File: src/rtl/clp_pkg.sv
/*
 * Shared constants for the user_enable_a-area and register-write command block:
 * command codes, parameter counts, register offsets, status bit positions,
 * reset values and the interpreter states.
 * Assumes 16-bit display-list words with the command code in bits 15:11.
 */
package clp_pkg;

  // Command word layout
  localparam int unsigned CODE_MSB = 15;
  localparam int unsigned CODE_LSB = 11;
  localparam int unsigned MODE_MSB = 10;

  // Command codes
  localparam logic [4:0] CODE_SYS_USER_ENABLE_A  = 5'h17;
  localparam logic [4:0] CODE_USER_USER_ENABLE_A = 5'h15;
  localparam logic [4:0] CODE_REG_WRITE = 5'h16;

  // Parameter words that follow each command word
  localparam logic [2:0] NPAR_SYS  = 3'h2;
  localparam logic [2:0] NPAR_USER = 3'h4;
  localparam logic [2:0] NPAR_REG  = 3'h2;

  // Wishbone register byte offsets
  localparam logic [7:0] ADR_CTRL   = 8'h00;
  localparam logic [7:0] ADR_STATUS = 8'h04;
  localparam logic [7:0] ADR_SYS    = 8'h08;
  localparam logic [7:0] ADR_ULO    = 8'h0c;
  localparam logic [7:0] ADR_UHI    = 8'h10;
  localparam logic [7:0] ADR_WPR    = 8'h14;

  // Control bits
  localparam int unsigned CTRL_RUN_BIT = 0;
  localparam int unsigned CTRL_CLR_BIT = 1;
  localparam logic        CTRL_RUN_RST = 1'h1;

  // Status bits
  localparam int unsigned ST_SYS_VALID  = 0;
  localparam int unsigned ST_USR_VALID  = 1;
  localparam int unsigned ST_ERR_MODE   = 2;
  localparam int unsigned ST_ERR_TARGET = 3;
  localparam int unsigned ST_ERR_CODE   = 4;
  localparam int unsigned ST_BUSY       = 5;
  localparam int unsigned ST_RUN        = 6;

  // Reset value of user_enable_a bounds and parameter words
  localparam logic [15:0] WORD_RST = 16'h0000;

  // Registers that the register-write command may target
  localparam logic [15:0] RN_DISP_A0  = 16'h000a;
  localparam logic [15:0] RN_DISP_A1  = 16'h000b;
  localparam logic [15:0] RN_SRC_SA   = 16'h000e;
  localparam logic [15:0] RN_WORK_SA  = 16'h000f;
  localparam logic [15:0] RN_DRAW_SA  = 16'h004c;
  localparam logic [15:0] RN_BITMODE  = 16'h0006;
  localparam logic [15:0] RN_RET_HI   = 16'h004a;
  localparam logic [15:0] RN_RET_LO   = 16'h004b;
  localparam logic [15:0] RN_COLOR_OF = 16'h004d;

  // Interpreter states, one-hot
  typedef enum logic [1:0] {
    ST_IDLE  = 2'b01,
    ST_PARAM = 2'b10
  } clp_state_t;

endpackage : clp_pkg

File: src/rtl/clp_cmd_decode.sv
/*
 * Combinational decode of a display-list command word: recognises the
 * three user_enable_a and register-write codes, gives the parameter count and
 * flags mode bits that should be zero.
 * Assumes the word is stable while it is offered.
 */
`timescale 1ns/10ps
module clp_cmd_decode (
  input  wire logic [15:0] i_word,
  output logic             o_known,
  output logic [2:0]       o_npar,
  output logic             o_mode_bad
);

  logic [4:0] code;

  // Code lookup and zero-mode check
  always_comb begin
    code       = i_word[clp_pkg::CODE_MSB:clp_pkg::CODE_LSB];
    o_mode_bad = |i_word[clp_pkg::MODE_MSB:0];
    o_known    = 1'b1;
    o_npar     = clp_pkg::NPAR_SYS;
    case (code)
      clp_pkg::CODE_SYS_USER_ENABLE_A:  o_npar = clp_pkg::NPAR_SYS;
      clp_pkg::CODE_USER_USER_ENABLE_A: o_npar = clp_pkg::NPAR_USER;
      clp_pkg::CODE_REG_WRITE: o_npar = clp_pkg::NPAR_REG;
      default:                 o_known = 1'b0;
    endcase
  end

endmodule : clp_cmd_decode

File: src/rtl/clp_pix_user_enable_a.sv
/*
 * Pixel write gate: passes a drawing pixel only when it lies inside the
 * system user_enable_a rectangle and, when user clipping is on, the user one.
 * Assumes pixel requests come from drawing logic on the same clock.
 */
`timescale 1ns/10ps
module clp_pix_user_enable_a (
  input  wire logic        i_core_clk,
  input  wire logic        i_rst_b,
  input  wire logic        i_pix_valid,
  input  wire logic [15:0] i_pix_x,
  input  wire logic [15:0] i_pix_y,
  input  wire logic        i_user_enable_a,
  input  wire logic        i_sys_valid,
  input  wire logic [15:0] i_sys_x_upper,
  input  wire logic [15:0] i_sys_y_upper,
  input  wire logic [15:0] i_usr_x_lower,
  input  wire logic [15:0] i_usr_y_lower,
  input  wire logic [15:0] i_usr_x_upper,
  input  wire logic [15:0] i_usr_y_upper,
  output logic             o_pix_write,
  output logic [15:0]      o_pix_x,
  output logic [15:0]      o_pix_y
);

  logic        in_sys;
  logic        in_usr;
  logic        write_nxt;
  logic        write_r;
  logic [15:0] x_r;
  logic [15:0] y_r;

  // Signed compares: corner (0,0) is fixed for the system rectangle
  always_comb begin
    in_sys = i_sys_valid
           && ($signed(i_pix_x) >= 0) && ($signed(i_pix_y) >= 0)
           && ($signed(i_pix_x) <= $signed(i_sys_x_upper))
           && ($signed(i_pix_y) <= $signed(i_sys_y_upper));
    in_usr = ($signed(i_pix_x) >= $signed(i_usr_x_lower))
           && ($signed(i_pix_y) >= $signed(i_usr_y_lower))
           && ($signed(i_pix_x) <= $signed(i_usr_x_upper))
           && ($signed(i_pix_y) <= $signed(i_usr_y_upper));
    write_nxt = i_pix_valid && in_sys
              && (!i_user_enable_a || in_usr);
  end

  // Output register
  always_ff @(posedge i_core_clk) begin
    if (!i_rst_b) begin
      write_r <= 1'b0;
      x_r     <= clp_pkg::WORD_RST;
      y_r     <= clp_pkg::WORD_RST;
    end else begin
      write_r <= write_nxt;
      x_r     <= i_pix_x;
      y_r     <= i_pix_y;
    end
  end

  assign o_pix_write = write_r;
  assign o_pix_x     = x_r;
  assign o_pix_y     = y_r;
endmodule : clp_pix_user_enable_a

File: src/rtl/clp_cmd_top.sv
/*
 * Command interpreter for the system user_enable_a, user user_enable_a and register-write
 * display-list commands, with a classic Wishbone slave for control and
 * status, and a pixel gate that clips drawing writes to the rectangles.
 * Assumes command words and pixel requests come from logic on the same
 * clock, and a classic single-cycle Wishbone master.
 */
//
// Function
// - Code 10111 starts a system user_enable_a command with two bound words.
// - The system rectangle runs from (0,0) to the given upper X and Y.
// - User_enable_a bounds are stored as given, with no local offset added.
// - Code 10101 starts a user user_enable_a command with four bound words.
// - The user rectangle runs from the lower X,Y to the upper X,Y.
// - The user rectangle clips only while the user enable bit is 1.
// - Code 10110 starts a register-write command: number, then data.
// - Only the permitted register numbers may be written by command.
`timescale 1ns/10ps
module clp_cmd_top (
  input  wire logic        i_core_clk,
  input  wire logic        i_rst_b,
  input  wire logic        i_wb_cyc,
  input  wire logic        i_wb_stb,
  input  wire logic        i_wb_we,
  input  wire logic [7:0]  i_wb_adr,
  input  wire logic [3:0]  i_wb_sel,
  input  wire logic [31:0] i_wb_dat,
  output logic [31:0]      o_wb_dat,
  output logic             o_wb_ack,
  input  wire logic        i_cmd_valid,
  input  wire logic [15:0] i_cmd_word,
  output logic             o_cmd_ready,
  output logic             o_reg_wr_stb,
  output logic [15:0]      o_reg_wr_num,
  output logic [15:0]      o_reg_wr_data,
  input  wire logic        i_pix_valid,
  input  wire logic [15:0] i_pix_x,
  input  wire logic [15:0] i_pix_y,
  input  wire logic        i_user_enable_a,
  output logic             o_pix_write,
  output logic [15:0]      o_pix_x,
  output logic [15:0]      o_pix_y
);

  clp_pkg::clp_state_t state_r, state_nxt;
  logic [4:0]  code_r, code_nxt;
  logic [2:0]  cnt_r, cnt_nxt;
  logic [1:0]  idx_r, idx_nxt;
  logic [15:0] par_r [4];
  logic [15:0] par_nxt [4];
  logic [15:0] p [4];
  logic [15:0] sys_x_r, sys_x_nxt, sys_y_r, sys_y_nxt;
  logic [15:0] ulx_r, ulx_nxt, uly_r, uly_nxt;
  logic [15:0] uux_r, uux_nxt, uuy_r, uuy_nxt;
  logic        sys_valid_r, sys_valid_nxt, usr_valid_r, usr_valid_nxt;
  logic        err_mode_r, err_mode_nxt, err_tgt_r, err_tgt_nxt;
  logic        err_code_r, err_code_nxt;
  logic        wr_stb_r, wr_stb_nxt;
  logic [15:0] wr_num_r, wr_num_nxt, wr_data_r, wr_data_nxt;
  logic        run_r, run_nxt, ack_r, ack_nxt;
  logic [31:0] rdat_r, rdat_nxt;
  logic        known, mode_bad, take, commit, allowed, ctrl_wr, clr_err;
  logic [2:0]  npar;

  clp_cmd_decode u_decode (
    .i_word     (i_cmd_word),
    .o_known    (known),
    .o_npar     (npar),
    .o_mode_bad (mode_bad)
  );

  // Handshake, last-word detect and permitted-target check
  assign take    = i_cmd_valid && run_r;
  assign commit  = take && (state_r == clp_pkg::ST_PARAM)
                 && (cnt_r == 3'h1);
  assign allowed = (p[0] == clp_pkg::RN_DISP_A0)
                || (p[0] == clp_pkg::RN_DISP_A1)
                || (p[0] == clp_pkg::RN_SRC_SA)
                || (p[0] == clp_pkg::RN_WORK_SA)
                || (p[0] == clp_pkg::RN_DRAW_SA)
                || (p[0] == clp_pkg::RN_BITMODE)
                || (p[0] == clp_pkg::RN_RET_HI)
                || (p[0] == clp_pkg::RN_RET_LO)
                || (p[0] == clp_pkg::RN_COLOR_OF);
  assign ctrl_wr = i_wb_cyc && i_wb_stb && i_wb_we && !ack_r
                && (i_wb_adr == clp_pkg::ADR_CTRL) && i_wb_sel[0];
  assign clr_err = ctrl_wr && i_wb_dat[clp_pkg::CTRL_CLR_BIT];

  // Interpreter next state: collect parameters, commit on the last word
  always_comb begin
    state_nxt = state_r;
    code_nxt  = code_r;
    cnt_nxt   = cnt_r;
    idx_nxt   = idx_r;
    for (int k = 0; k < 4; k++) begin
      p[k]       = par_r[k];
      par_nxt[k] = par_r[k];
    end
    p[idx_r]      = i_cmd_word;
    sys_x_nxt     = sys_x_r;
    sys_y_nxt     = sys_y_r;
    ulx_nxt       = ulx_r;
    uly_nxt       = uly_r;
    uux_nxt       = uux_r;
    uuy_nxt       = uuy_r;
    sys_valid_nxt = sys_valid_r;
    usr_valid_nxt = usr_valid_r;
    wr_stb_nxt    = 1'b0;
    wr_num_nxt    = wr_num_r;
    wr_data_nxt   = wr_data_r;
    // Software clear first, so a same-cycle event still sets the flag
    err_mode_nxt  = err_mode_r && !clr_err;
    err_tgt_nxt   = err_tgt_r && !clr_err;
    err_code_nxt  = err_code_r && !clr_err;
    if (take) begin
      case (state_r)
        clp_pkg::ST_IDLE: begin
          if (known) begin
            code_nxt  = i_cmd_word[clp_pkg::CODE_MSB:clp_pkg::CODE_LSB];
            cnt_nxt   = npar;
            idx_nxt   = 2'h0;
            state_nxt = clp_pkg::ST_PARAM;
            if (mode_bad) begin
              err_mode_nxt = 1'b1;
            end
          end else begin
            err_code_nxt = 1'b1;
          end
        end
        clp_pkg::ST_PARAM: begin
          par_nxt[idx_r] = i_cmd_word;
          idx_nxt        = idx_r + 2'h1;
          cnt_nxt        = cnt_r - 3'h1;
          if (cnt_r == 3'h1) begin
            state_nxt = clp_pkg::ST_IDLE;
            if (code_r == clp_pkg::CODE_SYS_USER_ENABLE_A) begin
              sys_x_nxt     = p[0];
              sys_y_nxt     = p[1];
              sys_valid_nxt = 1'b1;
            end else if (code_r == clp_pkg::CODE_USER_USER_ENABLE_A) begin
              ulx_nxt       = p[0];
              uly_nxt       = p[1];
              uux_nxt       = p[2];
              uuy_nxt       = p[3];
              usr_valid_nxt = 1'b1;
            end else if (allowed) begin
              wr_stb_nxt  = 1'b1;
              wr_num_nxt  = p[0];
              wr_data_nxt = p[1];
            end else begin
              err_tgt_nxt = 1'b1;
            end
          end
        end
        default: state_nxt = clp_pkg::ST_IDLE;
      endcase
    end
  end

  // Interpreter registers
  always_ff @(posedge i_core_clk) begin
    if (!i_rst_b) begin
      state_r     <= clp_pkg::ST_IDLE;
      code_r      <= 5'h00;
      cnt_r       <= 3'h0;
      idx_r       <= 2'h0;
      for (int k = 0; k < 4; k++) begin
        par_r[k] <= clp_pkg::WORD_RST;
      end
      sys_x_r     <= clp_pkg::WORD_RST;
      sys_y_r     <= clp_pkg::WORD_RST;
      ulx_r       <= clp_pkg::WORD_RST;
      uly_r       <= clp_pkg::WORD_RST;
      uux_r       <= clp_pkg::WORD_RST;
      uuy_r       <= clp_pkg::WORD_RST;
      sys_valid_r <= 1'b0;
      usr_valid_r <= 1'b0;
      err_mode_r  <= 1'b0;
      err_tgt_r   <= 1'b0;
      err_code_r  <= 1'b0;
      wr_stb_r    <= 1'b0;
      wr_num_r    <= clp_pkg::WORD_RST;
      wr_data_r   <= clp_pkg::WORD_RST;
    end else begin
      state_r     <= state_nxt;
      code_r      <= code_nxt;
      cnt_r       <= cnt_nxt;
      idx_r       <= idx_nxt;
      par_r       <= par_nxt;
      sys_x_r     <= sys_x_nxt;
      sys_y_r     <= sys_y_nxt;
      ulx_r       <= ulx_nxt;
      uly_r       <= uly_nxt;
      uux_r       <= uux_nxt;
      uuy_r       <= uuy_nxt;
      sys_valid_r <= sys_valid_nxt;
      usr_valid_r <= usr_valid_nxt;
      err_mode_r  <= err_mode_nxt;
      err_tgt_r   <= err_tgt_nxt;
      err_code_r  <= err_code_nxt;
      wr_stb_r    <= wr_stb_nxt;
      wr_num_r    <= wr_num_nxt;
      wr_data_r   <= wr_data_nxt;
    end
  end

  // Wishbone slave: ack one cycle after the request, read data with it
  always_comb begin
    ack_nxt  = i_wb_cyc && i_wb_stb && !ack_r;
    run_nxt  = run_r;
    rdat_nxt = 32'h0000_0000;
    if (ctrl_wr) begin
      run_nxt = i_wb_dat[clp_pkg::CTRL_RUN_BIT];
    end
    if (i_wb_adr == clp_pkg::ADR_CTRL) begin
      rdat_nxt[clp_pkg::CTRL_RUN_BIT] = run_r;
    end else if (i_wb_adr == clp_pkg::ADR_STATUS) begin
      rdat_nxt[clp_pkg::ST_SYS_VALID]  = sys_valid_r;
      rdat_nxt[clp_pkg::ST_USR_VALID]  = usr_valid_r;
      rdat_nxt[clp_pkg::ST_ERR_MODE]   = err_mode_r;
      rdat_nxt[clp_pkg::ST_ERR_TARGET] = err_tgt_r;
      rdat_nxt[clp_pkg::ST_ERR_CODE]   = err_code_r;
      rdat_nxt[clp_pkg::ST_BUSY]       = state_r == clp_pkg::ST_PARAM;
      rdat_nxt[clp_pkg::ST_RUN]        = run_r;
    end else if (i_wb_adr == clp_pkg::ADR_SYS) begin
      rdat_nxt = {sys_y_r, sys_x_r};
    end else if (i_wb_adr == clp_pkg::ADR_ULO) begin
      rdat_nxt = {uly_r, ulx_r};
    end else if (i_wb_adr == clp_pkg::ADR_UHI) begin
      rdat_nxt = {uuy_r, uux_r};
    end else if (i_wb_adr == clp_pkg::ADR_WPR) begin
      rdat_nxt = {wr_data_r, wr_num_r};
    end
  end

  // Bus registers
  always_ff @(posedge i_core_clk) begin
    if (!i_rst_b) begin
      ack_r  <= 1'b0;
      run_r  <= clp_pkg::CTRL_RUN_RST;
      rdat_r <= 32'h0000_0000;
    end else begin
      ack_r  <= ack_nxt;
      run_r  <= run_nxt;
      rdat_r <= rdat_nxt;
    end
  end

  clp_pix_user_enable_a u_user_enable_a (
    .i_core_clk      (i_core_clk),
    .i_rst_b         (i_rst_b),
    .i_pix_valid     (i_pix_valid),
    .i_pix_x         (i_pix_x),
    .i_pix_y         (i_pix_y),
    .i_user_enable_a (i_user_enable_a),
    .i_sys_valid     (sys_valid_r),
    .i_sys_x_upper   (sys_x_r),
    .i_sys_y_upper   (sys_y_r),
    .i_usr_x_lower   (ulx_r),
    .i_usr_y_lower   (uly_r),
    .i_usr_x_upper   (uux_r),
    .i_usr_y_upper   (uuy_r),
    .o_pix_write     (o_pix_write),
    .o_pix_x         (o_pix_x),
    .o_pix_y         (o_pix_y)
  );

  assign o_wb_ack      = ack_r;
  assign o_wb_dat      = rdat_r;
  assign o_cmd_ready   = run_r;
  assign o_reg_wr_stb  = wr_stb_r;
  assign o_reg_wr_num  = wr_num_r;
  assign o_reg_wr_data = wr_data_r;
endmodule : clp_cmd_top

File: config.mk
export PLATFORM = sky130hd
export DESIGN_NAME = clp_cmd_top
export DESIGN_NICKNAME = d
export VERILOG_FILES = /design/src/rtl/clp_pkg.sv /design/src/rtl/clp_cmd_decode.sv /design/src/rtl/clp_pix_user_enable_a.sv /design/src/rtl/clp_cmd_top.sv
export SDC_FILE = /design/constraint.sdc
export NUM_CORES = 1
export LEC_CHECK = 0
export ABC_AREA = 1
export BUFFER_PORTS_ARGS = -buffer_cell sky130_fd_sc_hd__buf_2
export CORE_ASPECT_RATIO = 0.6
export CORE_MARGIN = 2
export CORE_UTILIZATION = 40
export DETAILED_ROUTE_END_ITERATION = 16
export PLACE_DENSITY = 0.66
export SLEW_MARGIN = 30
export SYNTH_ARGS = -nofsm -noshare
export SYNTH_HDL_FRONTEND = slang
export SYNTH_SLANG_ARGS = --single-unit
export TNS_END_PERCENT = 20
File: constraint.sdc
create_clock -name i_core_clk -period 4.5 [get_ports i_core_clk]
set_input_delay 0 -clock i_core_clk [delete_from_list [all_inputs] [get_ports i_core_clk]]
set_output_delay 0 -clock i_core_clk [all_outputs]
set_load 0.03 [all_outputs]
==> impl_metrics.ini, run 1 <==
[status]
run_status = complete, no violations

[synth]
synth.yosys.warnings = 0
synthesis.instances = 1824
muxShareOfSynthArea_pct = 0
largest_family_of_logic_cells_by_synthesized_area = compound AO/OA/AOI/OAI gates
synth_compound_gate_area_share_pct = 22.5
ys_ff_latch = 277
synth-edff-count = 0
yosys-top-cells-area = sky130_fd_sc_hd__dfxtp_1, sky130_fd_sc_hd__a21oi_1, sky130_fd_sc_hd__ha_1, sky130_fd_sc_hd__o21ai_0, sky130_fd_sc_hd__inv_1
synth_simple_gate_area_share_pct = 15.2
synth_top_cell_area_share_pct = 41.4
post_synth.cell_area_avg_um2 = 7.34
postSynth.asyncResetShare_pct = 0
synth_ff_type = sky130_fd_sc_hd__dfxtp_1
syn_nets = 2026
number_of_distinct_standard_cells_referenced_by_the_synthesized_netlist = 40
yosys.area_share.adder_pct = 9.54
library_cell_occupying_the_most_area_in_the_post_synthesis_netlist = sky130_fd_sc_hd__dfxtp_1
synth.cells.most_frequent = sky130_fd_sc_hd__inv_1, sky130_fd_sc_hd__dfxtp_1, sky130_fd_sc_hd__nand2_1
synth-seq-area-share_pct = 41.4
synth_most_common_cell = sky130_fd_sc_hd__inv_1
post_synth_xor_area_fraction_pct = 0.0655
synth.cell_area_um2 = 13400

[global_routing]
antenna_found_initial = 0
grt_pass1_vias = 12000
grt_pass1_wl_um = 67500
global_route.usage.total_pct = 24.9
grt_remaining_overflow = 0
grt_max_degree = 81

[placement]
port_buffers = 166
globalplace.congestion = 0.895
dp_worst_setup_slack_ps = 1170
detailed_place_hpwl_um = 32000

[setup_path]
rr_worst_depth = 9
worst_r2r_endpoint = o_reg_wr_data[5]
cp_max_fo = 24
r2r_start = idx_r[0]
critPathLaunchType = register
crit_required_ps = 4940
crit_type = register to register
cp-end-kind = register
cp_data_arrival_time_ps = 3450
setup.reg_to_reg.worst_slack_ps = 1490

[timing]
tns_ps = 0
timing_hold_violations_final = 0
whs_ps = 13.6
grt_setup_unrepaired = no
final_max_slew_viol_count = 0
fin_crit_ps = 3010
slew-limit-headroom_pct = 27.2
finalClockSkew_ps = 29.1
worst_slack_ps = 1490
timing.fmax_mhz = 332
worst_slew_pin_slew_ps = 1080
timing.final.crit_share_pct = 66.9
setup-violations-final = 0

[drt]
ant_nets = 0
drc = 0
vias = 13000
dr.first_iter.drc_count = 1242
wire_per_inst_um = 18.0
avgViaCountPerCell = 5.28
drt_first_pass_iters = 6
route.final.wire_length_um = 44500

[layout]
max_reg_flops = 64
drive_gt1_share_pct = 12.4
signed_area_change_from_the_synthesized_netlist_to_the_final_layout_pct = 19.6
n_antenna_cell = 0
design.final.nets = 2205
regMostFlops = par_r

[worst_hold_path]
min_delay_worst_endpoint = par_r[7]
hold-path-cell-count = 5
worstHoldStart = i_cmd_word[7]
hold_class = primary input to register

[floorplan]
floorplan.rows = 51
die_w_um = 240
core_um2 = 32700
initial_utilization_pct = 41.0
boundaryPins = 200
chipHeight_um = 146
die_area_um2 = 35000

[job]
cap_violations = 0

[clock_tree]
worstSkewPairLatency_ps = 570
numCtsBuffers = 27
clock_tree.htree_level_count = 1
clockBufferDepth = 3
cts_resized = 0
clock-sinks = 277
clockRootBuffer = sky130_fd_sc_hd__clkbuf_16
postCtsSetupRepairBufs = 0
cts_tree = yes
clkSlewWorstSetupHoldPaths_ps = 70

[pwr]
power.leakage_nw = 7.05
ir_worst_vdd_mv = 0.211
power_per_cell_area_nw_per_um2 = 331
per-stage QoR:
| step | cells | instance area (um2) | utilization, % | power (W) |
|---|---|---|---|---|
| floorplan | 1824 | 13400 | - | 0.00283 |
| global placement | 2362 | 14500 | 44.4 | 0.00299 |
| detailed placement | 2362 | 14500 | 44.4 | 0.00300 |
| CTS | 2471 | 16000 | 49.0 | 0.00531 |
| global route | 2471 | 16000 | 49.0 | 0.00547 |
| finish | 2471 | 16000 | 49.0 | 0.00530 |
worst max-delay path by stage:
stage | startpoint | to | depth (start not counted)
after CTS | idx_r[0] | o_reg_wr_data[5] | 9
final | idx_r[0] | o_reg_wr_data[5] | 9
after floorplan | idx_r[0] | o_reg_wr_num[6] | 11
after global placement | idx_r[0] | o_reg_wr_data[1] | 9
after global routing | idx_r[0] | o_reg_wr_data[5] | 12
after detailed placement | idx_r[0] | o_reg_wr_data[3] | 9
power breakdown:
part / internal [W] / total [W] / switching, W
Combinational: 0.000174 / 0.000504 / 0.000330
Sequential: 0.00249 / 0.00250 / 0.0000127
Clock: 0.00129 / 0.00230 / 0.00100
Total: 0.00395 / 0.00530 / 0.00135
layer usage:
metal	routed length, um	vias to the layer above	global-route usage, %
met4	1090	0	5.96
met5	0	-	0
met2	17400	538	34.6
li1	-	6340	-
met1	21300	6084	36.8
met3	4710	74	7.87
cell type report:
class / instances / area (um2)
clock buffer: 35 / 756
sequential: 277 / 5550
clock inverter: 12 / 114
timing repair buffer: 243 / 1570
inverter: 292 / 1100
tap: 450 / 563
multi-input combinational: 1162 / 6360
fill: 3218 / 16700
layout by cell type (no fill, tap or decap), types with 2 or more instances in the layout:
| cell type | instances |
|---|---|
| sky130_fd_sc_hd__nand2_2 | 2 |
| sky130_fd_sc_hd__nor2_1 | 107 |
| sky130_fd_sc_hd__o21ai_0 | 236 |
| sky130_fd_sc_hd__dfxtp_1 | 277 |
| sky130_fd_sc_hd__clkbuf_1 | 3 |
| sky130_fd_sc_hd__nor2_4 | 3 |
| sky130_fd_sc_hd__bufinv_16 | 2 |
| sky130_fd_sc_hd__nor4_2 | 2 |
| sky130_fd_sc_hd__clkinv_1 | 3 |
| sky130_fd_sc_hd__a31oi_1 | 7 |
| sky130_fd_sc_hd__o21ai_2 | 6 |
| sky130_fd_sc_hd__o21bai_1 | 2 |
| sky130_fd_sc_hd__ha_1 | 99 |
| sky130_fd_sc_hd__inv_2 | 4 |
| sky130_fd_sc_hd__o21ai_1 | 17 |
| sky130_fd_sc_hd__a21oi_1 | 257 |
| sky130_fd_sc_hd__a21o_1 | 4 |
| sky130_fd_sc_hd__nor4_1 | 4 |
| sky130_fd_sc_hd__clkinv_2 | 9 |
| sky130_fd_sc_hd__buf_4 | 16 |
| sky130_fd_sc_hd__nand3_1 | 71 |
| sky130_fd_sc_hd__o22ai_1 | 5 |
| sky130_fd_sc_hd__clkbuf_16 | 27 |
| sky130_fd_sc_hd__dlygate4sd3_1 | 62 |
| sky130_fd_sc_hd__clkbuf_8 | 5 |
| sky130_fd_sc_hd__inv_1 | 285 |
| sky130_fd_sc_hd__o211ai_1 | 2 |
| sky130_fd_sc_hd__ha_2 | 3 |
| sky130_fd_sc_hd__buf_2 | 165 |
| sky130_fd_sc_hd__a211oi_1 | 25 |
| sky130_fd_sc_hd__nand2_1 | 274 |
| sky130_fd_sc_hd__nor3_1 | 8 |
| sky130_fd_sc_hd__a311oi_1 | 4 |
| sky130_fd_sc_hd__o21a_1 | 2 |
| sky130_fd_sc_hd__nand4_1 | 11 |
logic make-up (layout without fill, tap and decap cells):
| family | count (synthesis) | after routing |
|---|---|---|
| compound gates | 569 | 569 |
| simple gates | 490 | 490 |
| buf+inv | 385 | 582 |
| flops | 277 | 277 |
| fa+ha+maj | 102 | 102 |
| xor+xnor | 1 | 1 |
what timing repair did:
action,CTS,global route
hold endpoints to repair,99,0
hold buffers,62,0
endpoints found under the setup margin,0,0
worst max-delay path, stage by stage, from the launching register on:
cell and delay, ps:
sky130_fd_sc_hd__dfxtp_1 340, sky130_fd_sc_hd__inv_1 130, sky130_fd_sc_hd__ha_2 560, sky130_fd_sc_hd__o21ai_1 300, sky130_fd_sc_hd__or2_1 310, sky130_fd_sc_hd__nor4_2 240
sky130_fd_sc_hd__nand3_2 410, sky130_fd_sc_hd__buf_4 390, sky130_fd_sc_hd__o21ai_0 180, sky130_fd_sc_hd__nor2_1 50
(Power assumes the default switching activity.)
==> inputs of run 2 (changes only) <==
- ABC_AREA: 1 -> 0
- PLACE_DENSITY: 0.66 -> 0.69
- clock period: 4.5 -> 2.71 ns (I/O delays scaled with it)
==> impl_metrics.ini, run 2 <==
[clock_tree]
postCtsSetupRepairBufs = 0
numCtsBuffers = 28
cts_tree = yes
clockRootBuffer = sky130_fd_sc_hd__clkbuf_16
clock_tree.htree_level_count = 1
clockBufferDepth = 3
clkSlewWorstSetupHoldPaths_ps = 60
worstSkewPairLatency_ps = 570
clock-sinks = 277

[floorplan]
initial_utilization_pct = 40.7
floorplan.rows = 51
die_area_um2 = 34600
chipHeight_um = 145
die_w_um = 239
boundaryPins = 200
core_um2 = 32500

[pwr]
power.leakage_nw = 6.03
p_clk_share_pct = 45.8
fraction_of_power_spent_switching_nets_pct = 24.0
power_per_cell_area_nw_per_um2 = 544
comb_power_share_pct = 7.7
ir_worst_vdd_mv = 0.394
p_int_w = 0.00673
part_of_the_total_power_dissipated_in_sequential_elements_pct = 46.4
switching_power_w = 0.00212

[placement]
detailed_place_hpwl_um = 30600
globalplace.congestion = 0.933
placed_cells = 2047
port_buffers = 166

[layout]
signed_area_change_from_the_synthesized_netlist_to_the_final_layout_pct = 23.1
max_reg_flops = 64
design.final.nets = 1934
n_antenna_cell = 0
most-common-layout-cells = sky130_fd_sc_hd__dfxtp_1, sky130_fd_sc_hd__nor2_1, sky130_fd_sc_hd__buf_2
layout.cells.non_filler = 2175
drive_gt1_share_pct = 16.2
regMostFlops = par_r
final_common_cell = sky130_fd_sc_hd__dfxtp_1

[synth]
synth.yosys.warnings = 0
yosys-top-cells-area = sky130_fd_sc_hd__dfxtp_1, sky130_fd_sc_hd__ha_1, sky130_fd_sc_hd__a211oi_1, sky130_fd_sc_hd__nor2_1, sky130_fd_sc_hd__mux2i_1
synth-seq-area-share_pct = 41.9
synth_most_common_cell = sky130_fd_sc_hd__dfxtp_1
postSynth.asyncResetShare_pct = 0
synth_top_cell_area_share_pct = 41.9
synth-edff-count = 0
library_cell_occupying_the_most_area_in_the_post_synthesis_netlist = sky130_fd_sc_hd__dfxtp_1
post_synth.cell_area_avg_um2 = 8.64
synth.cell_area_um2 = 13200
ys_ff_latch = 277
syn_nets = 1732
synth_ff_type = sky130_fd_sc_hd__dfxtp_1
number_of_distinct_standard_cells_referenced_by_the_synthesized_netlist = 55
synthesis.instances = 1530
synth.cells.most_frequent = sky130_fd_sc_hd__dfxtp_1, sky130_fd_sc_hd__nor2_1, sky130_fd_sc_hd__nand2_1

[timing]
grt_setup_unrepaired = no
finalClockSkew_ps = 9.16
final_max_slew_viol_count = 0
tns_ps = 0
worst_slew_pin_slew_ps = 960
timing_hold_violations_final = 0
fin_crit_ps = 2580
timing.final.crit_share_pct = 95.3
setup-violations-final = 0
slew-limit-headroom_pct = 36.0
timing.fmax_mhz = 387
whs_ps = 148

[status]
run_status = complete, no violations

[drt]
route.final.wire_length_um = 42600
vias = 11900
ant_nets = 0
drc = 0
dr.first_iter.drc_count = 1166
drt_first_pass_iters = 7
avgViaCountPerCell = 5.48
wire_per_inst_um = 19.6

[global_routing]
antenna_found_initial = 0
grt_remaining_overflow = 0
global_route.usage.total_pct = 23.9
grt_pass1_vias = 11000
grt_pass1_wl_um = 63900
grt_max_degree = 130

[job]
cap_violations = 0

[setup_path]
crit_required_ps = 3160
critPathLaunchType = primary input
cp_max_fo = 8
cp-end-kind = register
cp_data_arrival_time_ps = 3040
crit_type = primary input to register

[worst_hold_path]
hold_class = primary input to register
-- run 2: cell types whose count changed in the layout (fill, tap and decap cells not counted), sizes merged, moves of 76 or more --
cell / delta
a21oi: -146
a211oi: +103
nand2: -136
o21ai: -244
inv: -186
mux2i: +76
nor2: +111
-- run 2: power by group through the flow --
stage,Sequential (W),Combinational (W),Clock [W]
final,0.00411,0.000686,0.00405
after global routing,0.00411,0.000743,0.00429
after CTS,0.00411,0.000676,0.00411
after detailed placement,0.00420,0.000591,0
after global placement,0.00420,0.000574,0
after floorplan,0.00426,0.000295,0
-- run 2: per-stage QoR --
step                      util (%)  power [W]  worst slack (ps)  instance area (um2)
after detailed placement      44.6    0.00479              45.3                14500
after global routing          50.1    0.00914              29.3                16300
after global placement        44.6    0.00477               164                14500
final                         50.1    0.00885               128                16300
after floorplan                  -    0.00455               355                13200
after CTS                     50.0    0.00889              30.4                16200
-- run 2: final cells by class --
class | instances | area (um2)
flip-flops and latches | 277 | 5550
multi-input cells | 1036 | 6830
repair buffers | 286 | 2010
inverters | 103 | 392
well taps | 424 | 531
clock buffers | 39 | 802
fillers | 2982 | 16200
clock inverters | 10 | 163
-- run 2: routing by layer --
metal	wire length, um	vias up	share of wire [%]	global-route usage [%]
li1	-	5736	-	-
met3	4520	57	11	6.11
met2	16700	520	39	33.2
met1	20600	5610	48	36.5
met5	0	-	0	0
met4	746	0	1.8	4.70
-- run 2: final timing paths --
kind | start | to | slack [ps] | depth (start not counted)
max | i_wb_adr[3] | o_cmd_ready | 130 | 8
min | i_wb_adr[4] | o_wb_dat[5] | 150 | 5
min reg2reg | code_r[3] | code_r[3] | 420 | 2
max reg2reg | idx_r[0] | o_reg_wr_data[15] | 210 | 10
-- run 2: critical path, cell delays in order --
cell and delay, ps:
sky130_fd_sc_hd__dlygate4sd3_1 530, sky130_fd_sc_hd__buf_2 180, sky130_fd_sc_hd__or3_1 490, sky130_fd_sc_hd__nor4_2 440
sky130_fd_sc_hd__mux2i_1 220, sky130_fd_sc_hd__dlygate4sd3_1 570, sky130_fd_sc_hd__nand2_1 50, sky130_fd_sc_hd__dlygate4sd3_1 550
-- run 2: kinds of logic (layout without fill, tap and decap cells) --
logic type / after synthesis / in the layout / synth area share [%]
and+or+nand+nor: 507 / 507 / 17.3
AOI/OAI and AO/OA: 350 / 350 / 18.5
DFF: 277 / 277 / 41.9
buffers and inverters: 217 / 438 / 6.64
adders and majority gates: 102 / 102 / 9.65
muxes: 77 / 77 / 5.93
-- run 2: what timing repair did --
action / CTS / global route
setup endpoints to repair: 0 / 30
hold buffers: 78 / 0
gates resized for setup: 0 / 4
hold endpoints to repair: 132 / 0
==> inputs of run 3 (changes only) <==
- CORE_ASPECT_RATIO: 0.6 -> 1.1
- CORE_MARGIN: 2 -> 4
==> impl_metrics.ini, run 3 (synthesized netlist as in run 2, its figures left out) <==
[status]
run_status = complete, no violations

[setup_path]
critPathLaunchType = primary input
cp_max_fo = 8
crit_startpoint = i_wb_adr[3]
rr_worst_depth = 10
critical_path.top_delay_family = buffers and inverters
setup.reg_to_reg.worst_slack_ps = 210
timing.critical_path.slowest_stage_cell = sky130_fd_sc_hd__dlygate4sd3_1
crit_type = primary input to register
critPathMaxStageDelay_ps = 570
cp_num_buf_inv = 4
crit_required_ps = 3140
r2r_start = idx_r[1]
worst_r2r_endpoint = o_reg_wr_data[13]
crit_top_cell = sky130_fd_sc_hd__dlygate4sd3_1
cp_data_arrival_time_ps = 3020
crit_path_cell_trace = dlygate4sd3_1, buf_2, or3_1, nor4_4, mux2i_1, dlygate4sd3_1, nand2_1, dlygate4sd3_1
cp-end-kind = register

[worst_hold_path]
worstHoldStart = i_rst_b
min_delay_worst_endpoint = state_r[0]
hold-path-cell-count = 3
hold_class = primary input to register

[clock_tree]
clkSlewWorstSetupHoldPaths_ps = 70
worstSkewPairLatency_ps = 540
clockRootBuffer = sky130_fd_sc_hd__clkbuf_16
cts_tree = yes
clockBufferDepth = 3
clock_tree.htree_level_count = 1
clock-sinks = 277
numCtsBuffers = 27

[global_routing]
grt.busiest_layer = met2
groute.layer.met3.usage_pct = 2.89
grt_max_degree = 130
met2_layer_usage_reported_by_global_route_pct = 33.0
grt_remaining_overflow = 0
grt_pass1_vias = 11100
antenna_found_initial = 0
groute.layer.met1.usage_pct = 28.5
global_route.usage.total_pct = 20.5
grt_pass1_wl_um = 60500

[layout]
signed_area_change_from_the_synthesized_netlist_to_the_final_layout_pct = 21.6
final_common_cell = sky130_fd_sc_hd__dfxtp_1
most-common-layout-cells = sky130_fd_sc_hd__dfxtp_1, sky130_fd_sc_hd__nor2_1, sky130_fd_sc_hd__buf_2
drive_gt1_share_pct = 16.3
regMostFlops = par_r
n_antenna_cell = 0
design.final.nets = 1908
max_reg_flops = 64

[placement]
detailed_place_hpwl_um = 27800
port_buffers = 166
globalplace.congestion = 0.869

[drt]
vias = 11500
dr.first_iter.drc_count = 929
avgViaCountPerCell = 5.36
ant_nets = 0
wire_per_inst_um = 18.0
drt_first_pass_iters = 5
route.final.wire_length_um = 38700
drc = 0

[timing]
finalClockSkew_ps = 9.30
tns_ps = 0
timing.fmax_mhz = 386
setup-violations-final = 0
fin_crit_ps = 2590
worst_slew_pin_slew_ps = 992
timing.final.crit_share_pct = 95.5
final_max_slew_viol_count = 0
slew-limit-headroom_pct = 33.9
grt_setup_unrepaired = no
timing_hold_violations_final = 0

[pwr]
total_power_w = 0.00884
power_per_cell_area_nw_per_um2 = 550
ir_worst_vdd_mv = 0.390
power.leakage_nw = 5.90

[floorplan]
boundaryPins = 200
die_area_um2 = 36000
floorplan.rows = 69
chipHeight_um = 199
die_w_um = 181
initial_utilization_pct = 40.7
core_um2 = 32500

[job]
cap_violations = 0
==> run 3: changes by cell type in the layout (fill, tap and decap cells not counted), moves of 2 or more <==
| cell | change |
|---|---|
| sky130_fd_sc_hd__clkbuf_1 | -5 |
| sky130_fd_sc_hd__dlygate4sd3_1 | -17 |
| sky130_fd_sc_hd__clkinv_2 | +3 |
| sky130_fd_sc_hd__buf_4 | -8 |
| sky130_fd_sc_hd__clkinvlp_4 | +3 |
| sky130_fd_sc_hd__bufinv_16 | +2 |
==> run 3: where the power goes <==
group	total [W]	leakage, nW	internal, W	switching [W]
registers	0.00411	2.24	0.00410	0.00000868
clock network	0.00408	0.474	0.00244	0.00164
logic	0.000649	3.18	0.000250	0.000400
==> run 3: what timing repair did <==
action | in CTS | in global routing
setup endpoints to repair | 0 | 22
hold buffers | 61 | 0
buffers inserted | 0 | 1
endpoints found under the hold margin | 119 | 0
gates resized for setup | 0 | 4
==> run 3: how the worst max path moves through the flow <==
| stage | endpoint | slack [ps] | depth (start not counted) |
|---|---|---|---|
| final | o_cmd_ready | 120 | 8 |
| after floorplan | o_reg_wr_data[5] | 350 | 12 |
| after detailed placement | o_reg_wr_data[13] | 90 | 10 |
| after global routing | o_reg_wr_data[13] | 20 | 10 |
| after global placement | o_reg_wr_data[8] | 220 | 10 |
| after CTS | o_cmd_ready | 60 | 8 |
==> run 3: final cells by class <==
| class | instances | area [um2] |
|---|---|---|
| clock buffer | 32 | 744 |
| clock inverter | 17 | 230 |
| fill | 3054 | 16400 |
| inverter | 103 | 392 |
| multi-input combinational | 1036 | 6840 |
| sequential | 277 | 5550 |
| tap | 426 | 533 |
| timing repair buffer | 261 | 1790 |
==> run 3: tightest hold or removal path: cells and delay by family <==
family | cells | cell delay [ps]
buf+inv | 2 | 390
compound gates | 1 | 100
==> run 3: per-stage QoR <==
stage | cells | area [um2] | utilization, % | hold slack (ps) | setup WS, ps
2_1_floorplan | 1530 | 13200 | - | 127 | 355
3_3_place_gp | 2040 | 14400 | 44.4 | 213 | 216
3_5_place_dp | 2040 | 14400 | 44.4 | 233 | 93.4
4_1_cts | 2150 | 16000 | 49.3 | 9.50 | 57.2
5_1_grt | 2152 | 16100 | 49.5 | 36.3 | 21.1
6_report | 2152 | 16100 | 49.5 | 19.4 | 122
==> run 3: routing by layer <==
metal | up-vias | part of all wire, % | wire (um)
met3 | 65 | 6.3 | 2420
met1 | 5371 | 45 | 17500
met4 | 0 | 3.0 | 1160
met5 | - | 0 | 0
li1 | 5694 | - | -
met2 | 396 | 46 | 17600
